[config.mk]
export PLATFORM = sky130hd
export DESIGN_NAME = pim_top
export DESIGN_NICKNAME = d
export VERILOG_FILES = /design/src/pim_pkg.sv /design/src/pim_sync.sv /design/src/pim_top.sv
export SDC_FILE = /design/constraint.sdc
export NUM_CORES = 1
export LEC_CHECK = 0
export ABC_AREA = 1
export BUFFER_PORTS_ARGS = -buffer_cell sky130_fd_sc_hd__buf_4
export CAP_MARGIN = 20
export CORE_MARGIN = 5
export CORE_UTILIZATION = 60
export CTS_CLUSTER_SIZE = 8
export DETAILED_ROUTE_END_ITERATION = 6
export PLACE_DENSITY_LB_ADDON = 0.2
export SLEW_MARGIN = 10
export SYNTH_ARGS = -nofsm -noshare
export SYNTH_HDL_FRONTEND = slang
export SYNTH_SLANG_ARGS = --single-unit
[constraint.sdc]
create_clock -name i_core_clk -period 3.8 [get_ports i_core_clk]
set_clock_uncertainty 0.2 [all_clocks]
set_input_delay 0.38 -clock i_core_clk [delete_from_list [all_inputs] [get_ports i_core_clk]]
set_output_delay 0.38 -clock i_core_clk [all_outputs]
set_load 0.005 [all_outputs]
[src/pim_pkg.sv]
// Constants, register map and types of the transceiver interrupt management block
package pim_pkg;

  // Core clock rate
  localparam int unsigned CLK_KHZ = 40000;

  // Management register addresses
  localparam logic [4:0] REG_BASIC_STATUS = 5'h01;
  localparam logic [4:0] REG_AN_EXPANSION = 5'h06;
  localparam logic [4:0] REG_MODE_CTRL = 5'h11;
  localparam logic [4:0] REG_WAKE_CTRL = 5'h1b;
  localparam logic [4:0] REG_IRQ_FLAGS = 5'h1d;
  localparam logic [4:0] REG_IRQ_MASK = 5'h1e;

  // Read answer and reset values
  localparam logic [15:0] RD_UNMAPPED = 16'hffff;
  localparam logic [15:0] FLAGS_RST = 16'h0080;
  localparam logic [15:0] MASK_RST = 16'h0000;
  localparam logic [15:0] SRC_RST = 16'h0080;
  localparam logic [7:0] WAKE_RST = 8'h00;
  localparam logic ALT_MODE_RST = 1'b0;

  // Flag and mode bit positions
  localparam int unsigned BIT_LINK_UP = 9;
  localparam int unsigned BIT_WAKE = 8;
  localparam int unsigned BIT_ENERGY = 7;
  localparam int unsigned BIT_AN_DONE = 6;
  localparam int unsigned BIT_RFAULT = 5;
  localparam int unsigned BIT_LINK_DOWN = 4;
  localparam int unsigned BIT_LP_ACK = 3;
  localparam int unsigned BIT_PD_FAULT = 2;
  localparam int unsigned BIT_PAGE_RX = 1;
  localparam int unsigned MODE_ALT_BIT = 6;
  localparam int unsigned MODE_ENERGY_BIT = 1;

  // Flag groups
  localparam logic [15:0] FLAG_BITS = 16'h03fe;
  localparam logic [15:0] CLR_ON_FALL = 16'h03ee;
  localparam logic [15:0] CLR_ON_REG1 = 16'h0030;
  localparam logic [15:0] CLR_ON_REG6 = 16'h0006;

  // Management frame
  localparam logic [5:0] PREAMBLE_ONES = 6'd32;
  localparam logic [3:0] HDR_LAST = 4'd11;
  localparam logic [3:0] DATA_LAST = 4'd15;
  localparam logic [1:0] OP_READ = 2'b10;
  localparam logic [1:0] OP_WRITE = 2'b01;

  // Late energy pulse timing
  localparam int unsigned LATE_DELAY_MS = 1000;
  localparam int unsigned LATE_PULSE_MS = 256;
  localparam int unsigned LATE_DELAY_CYC = LATE_DELAY_MS * CLK_KHZ;
  localparam int unsigned LATE_PULSE_CYC = LATE_PULSE_MS * CLK_KHZ;

  typedef enum logic [2:0] {S_PRE, S_START, S_HDR, S_TA, S_RDATA, S_WDATA} pim_state_t;
  typedef enum logic [1:0] {L_IDLE, L_ARMED, L_WAIT, L_PULSE} pim_late_t;

endpackage

[src/pim_sync.sv]
// Three-stage pin synchroniser with agreement filter
`timescale 1ns/10ps
module pim_sync #(
  parameter logic RESET_VAL = 1'b0
) (
  // Clock and reset
  input wire logic i_core_clk,
  input wire logic i_reset_n,
  input wire logic i_clk_en,
  // Pin side
  input wire logic i_pin,
  // Core side
  output logic o_level
);

  logic meta_ff;
  logic sync2_ff;
  logic sync3_ff;
  logic level_ff;

  always_ff @(posedge i_core_clk or negedge i_reset_n) begin
    if (!i_reset_n) begin
      meta_ff <= RESET_VAL;
      sync2_ff <= RESET_VAL;
      sync3_ff <= RESET_VAL;
    end else if (i_clk_en) begin
      meta_ff <= i_pin;
      sync2_ff <= meta_ff;
      sync3_ff <= sync2_ff;
    end
  end

  // A change counts only once two late stages agree
  always_ff @(posedge i_core_clk or negedge i_reset_n) begin
    if (!i_reset_n) begin
      level_ff <= RESET_VAL;
    end else if (i_clk_en && (sync2_ff == sync3_ff)) begin
      level_ff <= sync3_ff;
    end
  end

  assign o_level = level_ff;

endmodule

[src/pim_top.sv]
// Transceiver interrupt management with serial management link slave
`timescale 1ns/10ps
module pim_top
  import pim_pkg::*;
#(
  parameter logic [4:0] PHY_ADDR = 5'h00,
  parameter int unsigned LATE_DELAY = LATE_DELAY_CYC,
  parameter int unsigned LATE_PULSE = LATE_PULSE_CYC
) (
  // Clock, reset, enable
  input wire logic i_core_clk,
  input wire logic i_reset_n,
  input wire logic i_clk_en,
  // Management link pins
  input wire logic i_mdc,
  input wire logic i_mdio,
  output logic o_mdio,
  output logic o_mdio_oe_n,
  // Interrupt sources from transceiver logic
  input wire logic i_internal_link_up,
  input wire logic i_energy_present,
  input wire logic i_an_complete,
  input wire logic i_remote_fault,
  input wire logic i_link_status,
  input wire logic i_lp_ack,
  input wire logic i_pd_fault,
  input wire logic i_page_rx,
  input wire logic i_an_restart,
  input wire logic [3:0] i_wake_hit,
  // To system interrupt controller
  output logic o_irq
);

  localparam int unsigned CNT_W = 26;

  if (LATE_DELAY < 2 || LATE_PULSE < 2 || LATE_DELAY >= (1 << CNT_W) ||
      LATE_PULSE >= (1 << CNT_W)) begin : g_bad_late
    $error("pim_top: late energy counts out of range");
  end

  pim_state_t state_ff;
  pim_late_t late_ff;
  logic [5:0] ones_ff;
  logic [3:0] cnt_ff;
  logic [4:0] regad_ff;
  logic [7:0] wake_ff;
  logic [CNT_W-1:0] late_cnt_ff;
  logic [11:0] hdr_ff, hdr_next;
  logic [15:0] wdata_ff, wdata_next, rd_shift_ff, flags_ff, nxt_flags, mask_ff;
  logic [15:0] src_q_ff, src, rise, fall, clr;
  logic mdc_lvl, mdio_lvl, mdc_q_ff, mdc_rise, is_read_ff, mdio_ff, mdio_oe_n_ff;
  logic rd_take, wr_take, alt_mode_ff, irq_ff;

  function automatic logic [15:0] reg_read(input logic [4:0] addr, input logic [15:0] flags,
                                           input logic [15:0] mask, input logic alt,
                                           input logic energy, input logic [7:0] wake);
    logic [15:0] v;
    case (addr)
      REG_IRQ_FLAGS: v = flags & FLAG_BITS;
      REG_IRQ_MASK: v = mask & FLAG_BITS;
      REG_MODE_CTRL: begin
        v = 16'h0000;
        v[MODE_ALT_BIT] = alt;
        v[MODE_ENERGY_BIT] = energy;
      end
      REG_WAKE_CTRL: v = {8'h00, wake};
      default: v = RD_UNMAPPED;
    endcase
    return v;
  endfunction

  // Link pins pass the synchroniser; the core clock finds the link clock edges
  pim_sync #(.RESET_VAL(1'b0)) u_sync_mdc (
    .i_core_clk(i_core_clk), .i_reset_n(i_reset_n), .i_clk_en(i_clk_en),
    .i_pin(i_mdc), .o_level(mdc_lvl)
  );

  pim_sync #(.RESET_VAL(1'b1)) u_sync_mdio (
    .i_core_clk(i_core_clk), .i_reset_n(i_reset_n), .i_clk_en(i_clk_en),
    .i_pin(i_mdio), .o_level(mdio_lvl)
  );

  always_ff @(posedge i_core_clk or negedge i_reset_n) begin
    if (!i_reset_n) begin
      mdc_q_ff <= 1'b0;
    end else if (i_clk_en) begin
      mdc_q_ff <= mdc_lvl;
    end
  end

  assign mdc_rise = mdc_lvl & ~mdc_q_ff;
  assign hdr_next = {hdr_ff[10:0], mdio_lvl};
  assign wdata_next = {wdata_ff[14:0], mdio_lvl};
  assign rd_take = mdc_rise && (state_ff == S_HDR) && (cnt_ff == HDR_LAST) &&
                   (hdr_next[11:10] == OP_READ) && (hdr_next[9:5] == PHY_ADDR);
  assign wr_take = mdc_rise && (state_ff == S_WDATA) && (cnt_ff == DATA_LAST);

  // Frame decoder: preamble, start, header, turnaround, data
  always_ff @(posedge i_core_clk or negedge i_reset_n) begin
    if (!i_reset_n) begin
      state_ff <= S_PRE;
      ones_ff <= 6'd0;
      cnt_ff <= 4'd0;
      hdr_ff <= 12'h000;
      regad_ff <= 5'h00;
      wdata_ff <= 16'h0000;
      is_read_ff <= 1'b0;
    end else if (i_clk_en && mdc_rise) begin
      case (state_ff)
        S_PRE: begin
          if (mdio_lvl) begin
            if (ones_ff != PREAMBLE_ONES) begin
              ones_ff <= ones_ff + 6'd1;
            end
          end else begin
            ones_ff <= 6'd0;
            if (ones_ff == PREAMBLE_ONES) begin
              state_ff <= S_START;
            end
          end
        end
        S_START: begin
          cnt_ff <= 4'd0;
          state_ff <= mdio_lvl ? S_HDR : S_PRE;
        end
        S_HDR: begin
          hdr_ff <= hdr_next;
          cnt_ff <= cnt_ff + 4'd1;
          if (cnt_ff == HDR_LAST) begin
            cnt_ff <= 4'd0;
            regad_ff <= hdr_next[4:0];
            // Frames for another address are dropped; preamble resyncs
            if (hdr_next[9:5] == PHY_ADDR &&
                (hdr_next[11:10] == OP_READ || hdr_next[11:10] == OP_WRITE)) begin
              is_read_ff <= (hdr_next[11:10] == OP_READ);
              state_ff <= S_TA;
            end else begin
              state_ff <= S_PRE;
            end
          end
        end
        S_TA: begin
          cnt_ff <= cnt_ff + 4'd1;
          if (cnt_ff != 4'd0) begin
            cnt_ff <= 4'd0;
            state_ff <= is_read_ff ? S_RDATA : S_WDATA;
          end
        end
        S_RDATA, S_WDATA: begin
          wdata_ff <= wdata_next;
          cnt_ff <= cnt_ff + 4'd1;
          if (cnt_ff == DATA_LAST) begin
            cnt_ff <= 4'd0;
            state_ff <= S_PRE;
          end
        end
        default: state_ff <= S_PRE;
      endcase
    end
  end

  // Read data drive; changes follow the rising link clock edge
  always_ff @(posedge i_core_clk or negedge i_reset_n) begin
    if (!i_reset_n) begin
      rd_shift_ff <= 16'h0000;
      mdio_ff <= 1'b1;
      mdio_oe_n_ff <= 1'b1;
    end else if (i_clk_en) begin
      if (rd_take) begin
        rd_shift_ff <= reg_read(hdr_next[4:0], flags_ff, mask_ff, alt_mode_ff,
                                i_energy_present, wake_ff);
      end else if (mdc_rise && state_ff == S_TA && is_read_ff) begin
        if (cnt_ff == 4'd0) begin
          mdio_ff <= 1'b0;
          mdio_oe_n_ff <= 1'b0;
        end else begin
          mdio_ff <= rd_shift_ff[15];
        end
      end else if (mdc_rise && state_ff == S_RDATA) begin
        if (cnt_ff == DATA_LAST) begin
          mdio_ff <= 1'b1;
          mdio_oe_n_ff <= 1'b1;
        end else begin
          mdio_ff <= rd_shift_ff[14];
          rd_shift_ff <= {rd_shift_ff[14:0], 1'b0};
        end
      end
    end
  end

  // Active-high view of each source; link-down is active when status is low
  always_comb begin
    src = 16'h0000;
    src[BIT_LINK_UP] = i_internal_link_up;
    src[BIT_WAKE] = |(wake_ff[7:4] & wake_ff[3:0]);
    src[BIT_ENERGY] = i_energy_present;
    src[BIT_AN_DONE] = i_an_complete;
    src[BIT_RFAULT] = i_remote_fault;
    src[BIT_LINK_DOWN] = ~i_link_status;
    src[BIT_LP_ACK] = i_lp_ack;
    src[BIT_PD_FAULT] = i_pd_fault;
    src[BIT_PAGE_RX] = i_page_rx;
  end

  assign rise = src & ~src_q_ff;
  assign fall = ~src & src_q_ff;

  always_comb begin
    clr = 16'h0000;
    if (!alt_mode_ff) begin
      clr = fall & CLR_ON_FALL;
      if (rd_take && hdr_next[4:0] == REG_IRQ_FLAGS) begin
        clr = clr | FLAG_BITS;
      end
      if (rd_take && hdr_next[4:0] == REG_BASIC_STATUS) begin
        clr = clr | CLR_ON_REG1;
      end
      if ((rd_take && hdr_next[4:0] == REG_AN_EXPANSION) || i_an_restart ||
          rise[BIT_LINK_DOWN]) begin
        clr = clr | CLR_ON_REG6;
      end
    end else if (wr_take && regad_ff == REG_IRQ_FLAGS) begin
      clr = wdata_next & ~src & FLAG_BITS;
    end
    // Set wins over any clear in the same cycle
    nxt_flags = ((flags_ff & ~clr) | (rise & FLAG_BITS)) & FLAG_BITS;
  end

  always_ff @(posedge i_core_clk or negedge i_reset_n) begin
    if (!i_reset_n) begin
      flags_ff <= FLAGS_RST;
      src_q_ff <= SRC_RST;
    end else if (i_clk_en) begin
      flags_ff <= nxt_flags;
      src_q_ff <= src;
    end
  end

  // Mask and mode registers written over the link
  always_ff @(posedge i_core_clk or negedge i_reset_n) begin
    if (!i_reset_n) begin
      mask_ff <= MASK_RST;
      alt_mode_ff <= ALT_MODE_RST;
    end else if (i_clk_en && wr_take) begin
      if (regad_ff == REG_IRQ_MASK) begin
        mask_ff <= wdata_next & FLAG_BITS;
      end
      if (regad_ff == REG_MODE_CTRL) begin
        alt_mode_ff <= wdata_next[MODE_ALT_BIT];
      end
    end
  end

  // Wake status bits set by hardware, write one to clear; set wins
  always_ff @(posedge i_core_clk or negedge i_reset_n) begin
    if (!i_reset_n) begin
      wake_ff <= WAKE_RST;
    end else if (i_clk_en) begin
      if (wr_take && regad_ff == REG_WAKE_CTRL) begin
        wake_ff <= {(wake_ff[7:4] & ~wdata_next[7:4]) | i_wake_hit, wdata_next[3:0]};
      end else begin
        wake_ff[7:4] <= wake_ff[7:4] | i_wake_hit;
      end
    end
  end

  // Energy flag cleared while energy still present arms a late pulse
  always_ff @(posedge i_core_clk or negedge i_reset_n) begin
    if (!i_reset_n) begin
      late_ff <= L_IDLE;
      late_cnt_ff <= '0;
    end else if (i_clk_en) begin
      case (late_ff)
        L_IDLE: begin
          if (mask_ff[BIT_ENERGY] && flags_ff[BIT_ENERGY] && !nxt_flags[BIT_ENERGY] &&
              src[BIT_ENERGY]) begin
            late_ff <= L_ARMED;
          end
        end
        L_ARMED: begin
          if (fall[BIT_ENERGY]) begin
            late_ff <= L_WAIT;
            late_cnt_ff <= CNT_W'(LATE_DELAY - 1);
          end
        end
        L_WAIT: begin
          late_cnt_ff <= late_cnt_ff - 1'b1;
          if (late_cnt_ff == '0) begin
            late_ff <= L_PULSE;
            late_cnt_ff <= CNT_W'(LATE_PULSE - 1);
          end
        end
        L_PULSE: begin
          late_cnt_ff <= late_cnt_ff - 1'b1;
          if (late_cnt_ff == '0) begin
            late_ff <= L_IDLE;
          end
        end
        default: late_ff <= L_IDLE;
      endcase
    end
  end

  // Clearing the energy mask suppresses the late pulse
  always_ff @(posedge i_core_clk or negedge i_reset_n) begin
    if (!i_reset_n) begin
      irq_ff <= 1'b0;
    end else if (i_clk_en) begin
      irq_ff <= (|(flags_ff & mask_ff & FLAG_BITS)) ||
                (late_ff == L_PULSE && mask_ff[BIT_ENERGY]);
    end
  end

  assign o_irq = irq_ff;
  assign o_mdio = mdio_ff;
  assign o_mdio_oe_n = mdio_oe_n_ff;

endmodule

==> metrics.txt <==
Initial Util=60.4%; vias in the first global route=6015; RSZ-0062 raised after global routing=false; WP buf/inv=4; total iterations of the first detailed-routing run=6; CP peak stage delay=0.69 ns; critical path endpoint category=flop; fillcell total=912; Syn Nets=895; final instance area=0.00787 mm2; Power Density=540 mW/mm2; die width=117 um; GP Congestion=0.913; worst-path cell chain=dlygate4sd3_1, buf_4, clkinv_1, a21oi_4, inv_2, nand2_1, o21ai_1; DIE AREA=0.0136 mm2; dpl hpwl=11500 um; CP startpoint kind=input port; synth unique cells=45; met1 Use GR=32.7%; critical path fanouts, max=23; FF-to-FF setup slack=1.30 ns; final cycle utilization of the critical path=66.8%; pin count of the biggest net entering global routing=76; worst rel slew slack=50.4%; Synth Flop Type=dfrtp_1; Pins Over Slew Limit=0; Synth Instances=866; Synth Area in Adders=2.01%; Crit Path Class=input port to flop; Final #Nets=934; CP max-delay cell=a21oi_4; synthesized area=0.00684 mm2; Lkg Pwr=0.00367 uW; post-route ant nets=0; CP Depth=7; placed cell areas=0.00712 mm2; GR Layer Usage met2=45.2%; worst r2r dst=late_cnt_ff[14]; All-Layer GR Usage=26.7%; grt ovf=0; status=finished, final reports clean; xor/xnor cell area share of the yosys netlist=1.92%; TNS Setup=0 ns; worst endpoint data arrival time=2.64 ns; worst slew pin tran=0.745 ns; Ant. Diodes=0; share of cells above drive strength 1=10.7%; # port buffers=20; worst setup path startpoint=i_clk_en; M3 GR Usage=6.68%; synthesized area per cell=7.90 um2; Reg2Reg Depth=11; most used routing layer=met2; Seq/Total Area, Yosys=48.1%; first-pass GRT wire length=28300 um; final hold violation count=0; Critical Path End=rd_shift_ff[5]; TritonCTS Buffers=17; Critical Path RT=3.90 ns; mux cell area share after synthesis=0%; final WL=16400 um; via count=5987; commonest non-fill, non-tap cell in the layout=nand2_1; Compound-Gate Fraction of Synth Area=14.2%; io pins=21; Vias/cell=5.64; fin crit period=2.54 ns; peak supply drop=0.516 mV; antenna violations before repair=0; post-synthesis async set-or-reset flop share=100%; CTS clk-pin slew, worst paths=0.05 ns; Worst R2R Start=late_ff[1]; critical path's top delay family=buffers and inverters; Site Rows=39; DRC viols=0; Synth Area in Simple Gates=26.1%; clock root buffer=clkbuf_16; core area=0.0113 mm2; Yosys reg bits=131; Skew-Pair Late Insertion Delay=0.43 ns; Area growth, synth to finish=15.0%; Max Cap Violations=0; Die Ht=117 um; commonest non-fill, non-tap cells in the layout=211 x nand2_1, 123 x dfrtp_1, 108 x inv_1, 88 x o21ai_0, 62 x nor2_1; EDFF count, synth=0; min-delay worst type=input port to flop; largest family of logic cells by synthesized area=simple AND/OR/NAND/NOR gates; warnings from Yosys=0; WL per Instance=15.5 um; f_max=0.394 GHz; clk buf depth=2; DR iter-0 viols=545; Sink Count=131; setup violators final=0; TritonCTS clock tree=built; H-tree depth=4
## per-layer routing
layer / share of wire, % / vias up / routed length (um)
met5: 0 / - / 0
met4: 2.9 / 0 / 473
met3: 5.2 / 43 / 851
met2: 50 / 188 / 8180
met1: 42 / 2832 / 6930
li1: - / 2924 / -
## tightest hold or removal path, cell delays in order
cell and delay (ns):
buf_4 0.13, nand2_1 0.05, o21ai_0 0.07
## cell type report
type | count | area, um2 | share of cell area [%]
Clock buffer | 20 | 457 | 5.80
Clock inverter | 12 | 153 | 1.94
Inverter | 118 | 443 | 5.63
Multi-Input combinational cell | 600 | 3030 | 38.4
Sequential cell | 131 | 3290 | 41.8
Tap cell | 143 | 179 | 2.27
Timing Repair Buffer | 37 | 325 | 4.13
## kinds of logic after synthesis
family                   after synthesis
adder cells (fa/ha/maj)               11
AO/OA/AOI/OAI                        176
XOR/XNOR                              15
flip-flops                           131
buffers and inverters                135
AND/OR/NAND/NOR                      398
## sequential cells by signal (all words and copies together), names as in the netlist, 6 cells and up
name and flops:
wake_ff 8, ones_ff 6, hdr_ff 11, wdata_ff 9, late_cnt_ff 26, rd_shift_ff 16
mask_ff 9, flags_ff 9, src_q_ff 9
## synth_stat cells (2+ instances only)
cell | number | share of area (%)
a21oi_1 | 24 | 1.8
a22oi_1 | 4 | 0.44
a31oi_1 | 6 | 0.55
buf_2 | 5 | 0.37
buf_6 | 2 | 0.33
clkbuf_1 | 9 | 0.49
clkinv_1 | 2 | 0.11
dfrtp_1 | 123 | 45
dfstp_2 | 8 | 3.1
ha_1 | 11 | 2.0
inv_1 | 108 | 5.9
inv_2 | 8 | 0.44
nand2_1 | 211 | 12
nand2_2 | 4 | 0.37
nand3_1 | 60 | 4.4
nand3_4 | 2 | 0.51
nand4_1 | 13 | 1.2
nor2_1 | 62 | 3.4
nor2_2 | 9 | 0.82
nor2_4 | 2 | 0.33
nor3_1 | 22 | 1.6
nor3_4 | 2 | 0.48
nor4_1 | 3 | 0.27
o211ai_1 | 2 | 0.22
o21ai_0 | 88 | 6.4
o21ai_1 | 30 | 2.2
o21ai_2 | 2 | 0.26
o21bai_1 | 2 | 0.22
o221ai_1 | 5 | 0.64
o22ai_1 | 7 | 0.64
o31ai_1 | 2 | 0.22
or2_2 | 2 | 0.18
xor2_1 | 14 | 1.8
## metrics by stage
step                      power [uW]  worst slack (ns)  util (%)  cells  hold slack [ns]
after floorplan                 2310              1.84         -    866           -0.116
after global placement          2510              1.43      62.9   1015            0.229
after detailed placement        2560              1.39      62.9   1015            0.233
after CTS                       4260              1.26      69.5   1061          0.00175
after global routing            4480              1.02      69.5   1061           0.0137
final                           4250              1.26      69.5   1061           0.0134
## how the worst min path moves through the flow
| stage | end | cells past startpoint | slack [ns] | startpoint |
|---|---|---|---|---|
| after floorplan | alt_mode_ff | 0 | -0.12 | i_reset_n |
| after global placement | flags_ff[3] | 1 | 0.23 | src_q_ff[3] |
| after detailed placement | flags_ff[8] | 1 | 0.23 | src_q_ff[8] |
| after CTS | src_q_ff[3] | 3 | 0.002 | i_lp_ack |
| after global routing | src_q_ff[3] | 3 | 0.01 | i_lp_ack |
| final | src_q_ff[7] | 3 | 0.01 | i_energy_present |
## where the power goes
| group | total (uW) | switching [uW] | internal [uW] |
|---|---|---|---|
| sequential | 1820 | 191 | 1630 |
| combinational | 747 | 491 | 256 |
| clock | 1690 | 621 | 1060 |
| total | 4250 | 1300 | 2950 |
## repair_timing
item                                   in CTS  in global routing
hold buffers                               14                  0
resized for setup                           0                  0
setup buffers                               0                  0
endpoints found under the hold margin      66                  0
No activity file was read; power rests on OpenSTA's default activity.
